### src/shared/ssbr_params.svh
// Constants for the supply select, boot strap and reset block.
// Assumes a single 200 MHz clock and includes from shared/.
`ifndef SSBR_PARAMS_SVH
`define SSBR_PARAMS_SVH

// Clock rate
`define SSBR_CLK_MHZ        200
// Strap settling time before classification, ns (least time)
`define SSBR_STRAP_SETTLE_NS 500
`define SSBR_STRAP_CYC ((`SSBR_STRAP_SETTLE_NS*`SSBR_CLK_MHZ+999)/1000)
// Hard reset hold time after main supply loss, ns (least time)
`define SSBR_HARD_RST_NS    1000
`define SSBR_HARD_RST_CYC ((`SSBR_HARD_RST_NS*`SSBR_CLK_MHZ+999)/1000)
// Default system reset release delay, ns (least time)
`define SSBR_REL_NS         10000
`define SSBR_REL_CYC ((`SSBR_REL_NS*`SSBR_CLK_MHZ+999)/1000)
// Counter width for all timers
`define SSBR_CNT_W          12
// Reset value of the manual reset polarity: active high
`define SSBR_MR_ACT_LOW_RST 1'b0

`endif

### src/shared/ssbr_pkg.sv
// Types for the supply select, boot strap and reset block.
// Assumes the constants header is compiled alongside.
`default_nettype none
package ssbr_pkg;

    // Boot and supply sequence, Gray coded along the usual path
    typedef enum logic [2:0] {
        SSBR_POR_WAIT  = 3'h0,
        SSBR_STRAP     = 3'h1,
        SSBR_RUN_FLASH = 3'h3,
        SSBR_RUN_ADP   = 3'h2,
        SSBR_HARD_RST  = 3'h6
    } ssbr_state_e;

    // Analog comparator levels from the pins
    typedef struct packed {
        logic main_good;      // main_3v3_supply_in above its good level
        logic adapter_good;   // adapter_input_rail above its good level
        logic main_below;     // main_3v3_supply_in below 2.85 V
        logic strap_adapter;  // power_path_strap in adapter-power range
        logic vout_uv;        // switched_3v3_output undervoltage
        logic manual_reset;   // manual_reset_in raw pin level
    } ssbr_sense_s;

    // Programmable enable conditions of the switched output
    typedef struct packed {
        logic enable;         // Software request to enable
        logic need_main;      // Only while main supply is good
        logic need_run;       // Only once application runs
    } ssbr_vout_cfg_s;

    // Boot outcome seen by the digital core
    typedef struct packed {
        logic core_run;       // Core released to execute boot code
        logic flash_load;     // Load application code from SPI flash
        logic adapter_sys;    // System powered via adapter switch
    } ssbr_boot_s;

endpackage
`default_nettype wire

### src/hdl/ssbr_sync.sv
// Two flip-flop synchroniser, one stage pair per bit.
// Assumes inputs arrive asynchronous to sys_clk_in.
`timescale 1ns/1ps
`default_nettype none
module ssbr_sync #(
    parameter int WIDTH = 6
) (
    input  wire logic             sys_clk_in,  // System clock
    input  wire logic             arst_n_in,   // Async reset, low
    input  wire logic [WIDTH-1:0] async_in,    // Raw pin levels
    output logic      [WIDTH-1:0] sync_out     // Synchronised levels
);

    // One stage pair per bit; first stage feeds only the second
    for (genvar i = 0; i < WIDTH; i++) begin : g_bit
        logic meta_q;
        logic sync_q;
        always_ff @(posedge sys_clk_in or negedge arst_n_in) begin
            if (!arst_n_in) begin
                meta_q <= 1'b0;
                sync_q <= 1'b0;
            end else begin
                meta_q <= async_in[i];
                sync_q <= meta_q;
            end
        end
        assign sync_out[i] = sync_q;
    end

endmodule
`default_nettype wire

### src/hdl/ssbr_top.sv
// Supply source choice, boot strap read and system reset control.
// Assumes comparator outputs arrive on pins asynchronously and the
// configuration inputs come from core logic on sys_clk_in.
`timescale 1ns/1ps
`default_nettype none
`include "ssbr_params.svh"
module ssbr_top #(
    parameter int REL_CYC = `SSBR_REL_CYC
) (
    input  wire logic           sys_clk_in,        // 200 MHz clock
    input  wire logic           arst_n_in,         // Async reset, low
    input  wire ssbr_pkg::ssbr_sense_s sense_in,   // Comparator pins
    input  wire ssbr_pkg::ssbr_vout_cfg_s vout_cfg_in, // Output config
    input  wire logic           mr_active_low_in,  // Manual reset pol.
    input  wire logic           mr_pol_load_in,    // Load polarity
    output logic                supply_sel_main_out, // 1 main, 0 adp
    output logic                adp_switch_close_out, // Adapter switch
    output ssbr_pkg::ssbr_boot_s boot_out,         // Boot outcome
    output logic                vout_switch_en_out, // Output switch
    output logic                vout_pulldown_en_out, // Output pull-down
    output logic                system_reset_out_n  // System reset, low
);

    localparam logic [`SSBR_CNT_W-1:0] STRAP_CYC =
        `SSBR_CNT_W'(`SSBR_STRAP_CYC);
    localparam logic [`SSBR_CNT_W-1:0] HARD_CYC =
        `SSBR_CNT_W'(`SSBR_HARD_RST_CYC);
    localparam logic [`SSBR_CNT_W-1:0] REL_CNT = `SSBR_CNT_W'(REL_CYC);

    ssbr_pkg::ssbr_sense_s  sense_s;
    ssbr_pkg::ssbr_state_e  state_q;
    ssbr_pkg::ssbr_state_e  state_d;
    logic [`SSBR_CNT_W-1:0] tmr_q;
    logic [`SSBR_CNT_W-1:0] tmr_d;
    logic                   main_seen_q;
    logic                   adp_mode_q;
    logic                   mr_act_low_q;
    logic                   mr_asserted;
    logic                   rst_cause;
    logic [`SSBR_CNT_W-1:0] rel_q;
    logic                   rst_n_q;
    logic                   vout_en_q;
    logic                   running;
    logic                   any_good;

    // Pin levels pass two flip-flops before use
    ssbr_sync #(
        .WIDTH ($bits(ssbr_pkg::ssbr_sense_s))
    ) u_sync (
        .sys_clk_in (sys_clk_in),
        .arst_n_in  (arst_n_in),
        .async_in   (sense_in),
        .sync_out   (sense_s)
    );

    assign running  = (state_q == ssbr_pkg::SSBR_RUN_FLASH) ||
                      (state_q == ssbr_pkg::SSBR_RUN_ADP);
    assign any_good = sense_s.main_good || sense_s.adapter_good;

    // Sequence: wait for a good supply, read strap, run, hard reset
    always_comb begin
        state_d = state_q;
        tmr_d   = tmr_q;
        unique case (state_q)
            ssbr_pkg::SSBR_POR_WAIT: begin
                tmr_d = '0;
                if (any_good) begin
                    state_d = ssbr_pkg::SSBR_STRAP;
                end
            end
            ssbr_pkg::SSBR_STRAP: begin
                if (!any_good) begin
                    state_d = ssbr_pkg::SSBR_POR_WAIT;
                end else if (tmr_q >= STRAP_CYC - 1'b1) begin
                    tmr_d = '0;
                    // Exactly one of two ranges is taken
                    if (sense_s.strap_adapter) begin
                        state_d = ssbr_pkg::SSBR_RUN_ADP;
                    end else begin
                        state_d = ssbr_pkg::SSBR_RUN_FLASH;
                    end
                end else begin
                    tmr_d = tmr_q + 1'b1;
                end
            end
            ssbr_pkg::SSBR_RUN_FLASH,
            ssbr_pkg::SSBR_RUN_ADP: begin
                tmr_d = '0;
                // Main lost below 2.85 V after both were present
                if (main_seen_q && sense_s.main_below) begin
                    state_d = ssbr_pkg::SSBR_HARD_RST;
                end else if (!any_good) begin
                    state_d = ssbr_pkg::SSBR_POR_WAIT;
                end
            end
            ssbr_pkg::SSBR_HARD_RST: begin
                if (tmr_q >= HARD_CYC - 1'b1) begin
                    tmr_d   = '0;
                    state_d = ssbr_pkg::SSBR_POR_WAIT;
                end else begin
                    tmr_d = tmr_q + 1'b1;
                end
            end
            default: begin
                tmr_d   = '0;
                state_d = ssbr_pkg::SSBR_POR_WAIT;
            end
        endcase
    end

    // Sequence state and timer
    always_ff @(posedge sys_clk_in or negedge arst_n_in) begin
        if (!arst_n_in) begin
            state_q <= ssbr_pkg::SSBR_POR_WAIT;
            tmr_q   <= '0;
        end else begin
            state_q <= state_d;
            tmr_q   <= tmr_d;
        end
    end

    // Remember main and adapter both present while running
    always_ff @(posedge sys_clk_in or negedge arst_n_in) begin
        if (!arst_n_in) begin
            main_seen_q <= 1'b0;
        end else if (!running) begin
            main_seen_q <= 1'b0;
        end else if (sense_s.main_good && sense_s.adapter_good) begin
            main_seen_q <= 1'b1;
        end
    end

    // Strap outcome latched at classification, held while running
    always_ff @(posedge sys_clk_in or negedge arst_n_in) begin
        if (!arst_n_in) begin
            adp_mode_q <= 1'b0;
        end else if (state_d == ssbr_pkg::SSBR_RUN_ADP) begin
            adp_mode_q <= 1'b1;
        end else begin
            adp_mode_q <= 1'b0;
        end
    end

    // Source select: main wins whenever good, no reset on switch-over to main
    always_ff @(posedge sys_clk_in or negedge arst_n_in) begin
        if (!arst_n_in) begin
            supply_sel_main_out <= 1'b1;
        end else if (sense_s.main_good) begin
            supply_sel_main_out <= 1'b1;
        end else if (sense_s.adapter_good) begin
            supply_sel_main_out <= 1'b0;
        end
    end

    // Manual reset polarity, active high after reset
    always_ff @(posedge sys_clk_in or negedge arst_n_in) begin
        if (!arst_n_in) begin
            mr_act_low_q <= `SSBR_MR_ACT_LOW_RST;
        end else if (mr_pol_load_in) begin
            mr_act_low_q <= mr_active_low_in;
        end
    end

    assign mr_asserted = sense_s.manual_reset ^ mr_act_low_q;

    // Causes that hold the system reset low
    assign rst_cause = sense_s.vout_uv
                    || mr_asserted;

    // Release only after both causes clear and delay expires
    always_ff @(posedge sys_clk_in or negedge arst_n_in) begin
        if (!arst_n_in) begin
            rel_q   <= '0;
            rst_n_q <= 1'b0;
        end else if (rst_cause) begin
            rel_q   <= '0;
            rst_n_q <= 1'b0;
        end else if (rel_q >= REL_CNT) begin
            rst_n_q <= 1'b1;
        end else begin
            rel_q <= rel_q + 1'b1;
        end
    end

    // Switched output enable from programmable conditions and main_good
    always_ff @(posedge sys_clk_in or negedge arst_n_in) begin
        if (!arst_n_in) begin
            vout_en_q <= 1'b0;
        end else begin
            vout_en_q <= vout_cfg_in.enable
                && (!vout_cfg_in.need_main || sense_s.main_good)
                && (!vout_cfg_in.need_run || running)
                && sense_s.main_good;
        end
    end

    // Outputs
    assign vout_switch_en_out   = vout_en_q;
    assign vout_pulldown_en_out = !vout_en_q;
    assign system_reset_out_n   = rst_n_q;
    assign adp_switch_close_out = adp_mode_q;
    assign boot_out.core_run    = state_q != ssbr_pkg::SSBR_POR_WAIT &&
                                  state_q != ssbr_pkg::SSBR_HARD_RST;
    assign boot_out.flash_load  = state_q == ssbr_pkg::SSBR_RUN_FLASH;
    assign boot_out.adapter_sys = adp_mode_q;

endmodule
`default_nettype wire

### config.mk
export PLATFORM = sky130hd
export DESIGN_NAME = ssbr_top
export DESIGN_NICKNAME = d
export VERILOG_FILES = /design/src/shared/ssbr_pkg.sv /design/src/hdl/ssbr_sync.sv /design/src/hdl/ssbr_top.sv
export VERILOG_INCLUDE_DIRS = /design/src /design/src/shared
export SDC_FILE = /design/constraint.sdc
export NUM_CORES = 1
export LEC_CHECK = 0
export BUFFER_PORTS_ARGS = -buffer_cell sky130_fd_sc_hd__buf_2
export CAP_MARGIN = 20
export CELL_PAD_IN_SITES_DETAIL_PLACEMENT = 1
export CELL_PAD_IN_SITES_GLOBAL_PLACEMENT = 2
export CORE_MARGIN = 2
export CORE_UTILIZATION = 38
export DETAILED_ROUTE_END_ITERATION = 16
export GPL_ROUTABILITY_DRIVEN = 0
export PLACE_DENSITY = 0.86
export SKIP_LAST_GASP = 1
export SLEW_MARGIN = 20
export SYNTH_ARGS = -nofsm -noshare
export SYNTH_HDL_FRONTEND = slang
export SYNTH_HIERARCHICAL = 1
export SYNTH_SLANG_ARGS = --single-unit
### constraint.sdc
create_clock -name sys_clk_in -period 2.3 [get_ports sys_clk_in]
set_input_delay 0.115 -clock sys_clk_in [delete_from_list [all_inputs] [get_ports sys_clk_in]]
set_output_delay 0.115 -clock sys_clk_in [all_outputs]
set_load 0.05 [all_outputs]
Word level (Yosys, flattened, before mapping)
Index checks and enable logic that the tools add are counted.
{ "totals": {"output_inout_bits": 8, "reg_bits": 45, "wordCells": 76, "input_bits": 13} }
{ "op_classes": {"n_addsub": 2, "reduce_logical": 19, "n_mux": 21, "eq_ne": 9, "n_bitwise": 1, "magnitude_cmp": 3} }
{ "ops": {"columns": ["op", "count"], "rows": [
  ["two-way mux 12 bit", 5],
  ["adder 12 x 1 -> 12 bit (second input constant)", 2],
  ["one-hot mux 12 bit (2 select lines)", 1],
  ["two-way mux 3 bit", 6],
  [">= comparator 12 x 11 -> 1 bit (second input constant)", 1],
  [">= comparator 12 x 7 -> 1 bit (second input constant)", 1],
  [">= comparator 12 x 8 -> 1 bit (second input constant)", 1],
  ["one-hot mux 3 bit (4 select lines)", 1],
  ["== test 3 x 2 -> 1 bit (second input constant)", 3],
  ["two-way mux 1 bit", 8],
  ["logical AND 1 bit", 6],
  ["logical OR 1 bit", 5],
  ["inequality test 2 bit (second input constant)", 2],
  ["nonzero test 2 bit", 2],
  ["== test 3 x 1 -> 1 bit (second input constant)", 1],
  ["== test 3 bit (second input constant)", 1],
  ["zero test 1 bit", 3],
  ["zero test 3 bit", 1],
  ["inequality test 3 bit (second input constant)", 1],
  ["nonzero test 3 bit", 1],
  ["inequality test 2 x 1 -> 1 bit (second input constant)", 1],
  ["OR reduction 2 bit", 1],
  ["bitwise XOR 1 bit", 1]
]} }

Longest topological paths before layout
{ "depth": {"word_depth": 6, "ltp_mapped": 6, "depth_no_buf": 5} }

Modules after synthesis
Netlist, hierarchy kept.
{ "modules_own_cells": {"columns": ["module", "instances", "area_each_um2", "cells_per_inst"], "rows": [
  ["ssbr_top", 1, 1793.0, 174],
  ["ssbr_sync", 1, 345.3, 18]
]} }

Worst setup path before layout
No wires, ideal clock.
{ "synth_timing": {"kind": "reg-to-reg", "startpoint": "reg tmr_q[0]", "endpoint": "reg tmr_q[5]", "required_ps": 2205, "path_buffers": 0, "arrival_time_ps": 1605, "setup_ps": 95, "path_slack_ps": 599, "path_stages_with_launch": 6, "path_cell_list": "dfrtp_1 -> ha_1 -> nor4_1 -> o211a_1 -> nor2_1 -> o31ai_1"} }
{ "synth_via": {"elab_chain_cells": 4, "elab_cells_between_ends": 7} }
{ "synth_rtl": {"columns": ["element", "line", "rtl"], "rows": [
  ["from (decl)", "ssbr_top.sv:33", "logic [`SSBR_CNT_W-1:0] tmr_q;"],
  ["from (signal assigned)", "ssbr_top.sv:118", "tmr_q <= tmr_d;"],
  ["adder 12 x 1 -> 12 bit / >= comparator 12 x 7 -> 1 bit (equally long branches)", "ssbr_top.sv:83, ssbr_top.sv:101, ssbr_top.sv:74", null],
  ["two-way mux 12 bit", "ssbr_top.sv:74", "end else if (tmr_q >= STRAP_CYC - 1'b1) begin"],
  ["two-way mux 12 bit", "ssbr_top.sv:72", "if (!any_good) begin"],
  ["one-hot mux 12 bit (2 select lines) (*)", "ssbr_top.sv:64", "unique case (state_q)"]
]} }
Mark *: on every way between the ends. The rest lies on a longest branch, timed or not. The select of a mux whose other input is x is not followed.
A chain may end at the register's enable or synchronous reset.

Worst setup path in the final report
Ends and elaborated chain as after synthesis.

==> out/results.txt <==
Starting Density = 39.1%
Vias in the first global route = 1,655
CP Capture Type = flop
CTS H-tree depth = 2
Initial antenna violation count = 0
Outcome = complete, no violations
RSZ-0062 raised after global routing = no
Initial drt markers = 55
Pre-CTS setup slack = 396 ps
Nets = 232
Die H = 79.0 um
Post-Synthesis Cell Area = 0.00214 sq mm
Sequential Area = 0.00113 sq mm
Fin. Hold Viols = 0
Maxcap violations = 0
Post-CTS sizing = 0
Skew final = 9.46 ps
I/O pin count = 21
DRT Pass-1 Iters = 4
Fin worst setup slack = 350 ps
Flops & latches, synth = 45
PortBufs = 19
Post-CTS Setup Bufs = 0
R2R setup slack = 350 ps
Highest metal used = met4
Leakage power = 1.02 nW
Post-CTS Hold Buffers = 8
CP arrival = 2160 ps
CTS tree = built
CTS sink count = 45
Hold EP = vout_switch_en_out
Final TNS setup = 0 ps
Synth Flop Type = dfrtp_1
Post-DP HPWL = 3170 um
Root Driver = clkbuf_8
Cell count after synthesis = 192
Worst-margin pin slew = 487 ps
Number of vias per cell = 5.34
CP Launch Type = flop
YS warnings = 6
Final Cycle Share = 84.8%
Clk Latency, worst-skew pair = 300 ps
Max-slew headroom = 67.2%
Remaining DRCs = 0
FP Rows = 27
Commonest non-fill, non-tap cell in the layout = dfrtp_1
CTS Buf Count = 5
Via count = 1,544
Area delta synth->final = 14.6%
Worst Path Required = 2510 ps
# diodes = 0
Crit path kind = flop to flop
Met2 WL = 2390 um
Synth unique cells = 56
Sequential-to-total area share from yosys stat = 52.7%
Core Footprint = 0.00547 sq mm
Post-DR wirelength/cell = 16.1 um
Clock Path Buffers = 2
Post-synth EDFFs = 0
Fin crit period = 1950 ps
Final instance area = 0.00245 sq mm
Clock slew at the register clock pins of the worst setup and hold paths = 90 ps
Pin count of the biggest net entering global routing = 24
Worst r2r src = tmr_q[0]
Routed wire length on met3 = 129 um
Share of cells above drive strength 1 = 21.2%
Total GRT Usage = 16.6%
Max rail drop VDD = 0.573 mV
Power density cells = 692 mW/mm^2
GR Overflow Total = 0
Die width = 79.0 um
First-pass GRT wire length = 8020 um
DP Area = 0.00225 sq mm
Max Fclk = 513 MHz
Detailed-route wire length = 4660 um
Fill cells = 624
Crit path max fanout = 5
Min-delay worst type = input pin to flop
Worst reg2reg path depth = 5
Post-synth ARST share = 100%
Syn avg cell area = 11.1 sq um
Final Max Slew Viols = 0
Most frequent cells in the layout = dfrtp_1 (44), buf_2 (19), nand2_1 (16), nor2_1 (13), a21oi_1 (9)
Antenna viol nets, final = 0
R2R Path End = tmr_q[5]
Worst hold stages = 3
Area of the multi-input gates = 900 sq um
CP startpoint = tmr_q[0]
Mapped Nets = 208
Die area = 0.00624 sq mm
Final setup fails = 0
Routed met1 length = 2090 um
Start point of the worst hold path = vout_cfg_in[2]
## where the power goes
group,leakage [nW],internal (mW),switching (mW)
registers,0.587,0.832,0.0478
clock network,0.0574,0.353,0.271
logic,0.378,0.0773,0.112
total,1.02,1.26,0.432
## Yosys cell counts (3+ instances only)
| cell | n | area [sq um] |
|---|---|---|
| nor4_1 | 5 | 31.3 |
| a211oi_1 | 3 | 22.5 |
| o21a_1 | 6 | 45.0 |
| dfrtp_1 | 44 | 1100 |
| nand3_1 | 6 | 30.0 |
| buf_4 | 7 | 52.6 |
| ha_1 | 3 | 37.5 |
| a21oi_1 | 9 | 45.0 |
| o22ai_1 | 4 | 25.0 |
| xnor2_1 | 7 | 61.3 |
| nand2_1 | 16 | 60.1 |
| inv_1 | 8 | 30.0 |
| nor2_1 | 13 | 48.8 |
| o21ai_0 | 5 | 25.0 |
## logic make-up (layout without fill, tap and decap cells)
group	Yosys count	after routing	synth area share, %
XOR/XNOR	8	8	3.28
AND/OR/NAND/NOR	68	68	18.7
AO/OA/AOI/OAI	46	46	16.9
flip-flops	45	45	52.7
buffers and inverters	19	44	5.21
adder cells (fa/ha/maj)	3	3	1.76
multiplexers	3	3	1.46
## registers in the layout (all words and copies together), names as in the netlist
signal and cells:
system_reset_out_n 1, mr_act_low_q 1, state_q 3, u_sync/g_bit.sync_q 6
main_seen_q 1, adp_switch_close_out 1, tmr_q 12, supply_sel_main_out 1
vout_switch_en_out 1, rel_q 12, u_sync/g_bit.meta_q 6
## final cells by class
class / count / area share [%]
Sequential cell: 45 / 46.0
Timing Repair Buffer: 28 / 7.46
Clock buffer: 6 / 3.37
Multi-Input combinational cell: 128 / 36.7
Tap cell: 72 / 3.68
Inverter: 8 / 1.23
Clock inverter: 2 / 1.53
## through the flow
step	utilization [%]	cells	power, mW	hold slack [ps]
2_1_floorplan	-	192	1.02	-181
4_1_cts	44.8	289	1.71	29.7
3_5_place_dp	41.1	273	1.07	101
5_1_grt	44.8	289	1.78	42.7
3_3_place_gp	41.1	273	1.07	106
6_report	44.8	289	1.69	39.6
## worst max-delay path, cell delays in order, from the launching register on
cell and delay (ps):
dfrtp_1 430, ha_1 290, nor4_1 500, o211a_1 290, nor2_1 130, o31ai_1 230
## metal layers
layer | GRT usage [%] | vias up
met4 | 4.48 | 0
li1 | - | 740
met3 | 5.00 | 6
met1 | 20.5 | 770
met2 | 28.4 | 28
met5 | 0 | -
## how the worst max path moves through the flow
stage / slack (ps) / to / cells after the start
final: 350 / tmr_q[5] / 5
after CTS: 360 / tmr_q[5] / 5
after global placement: 450 / tmr_q[5] / 5
after global routing: 150 / tmr_q[5] / 5
after detailed placement: 400 / tmr_q[5] / 5
after floorplan: 600 / tmr_q[5] / 5
No activity file was read; power rests on OpenSTA's default activity.
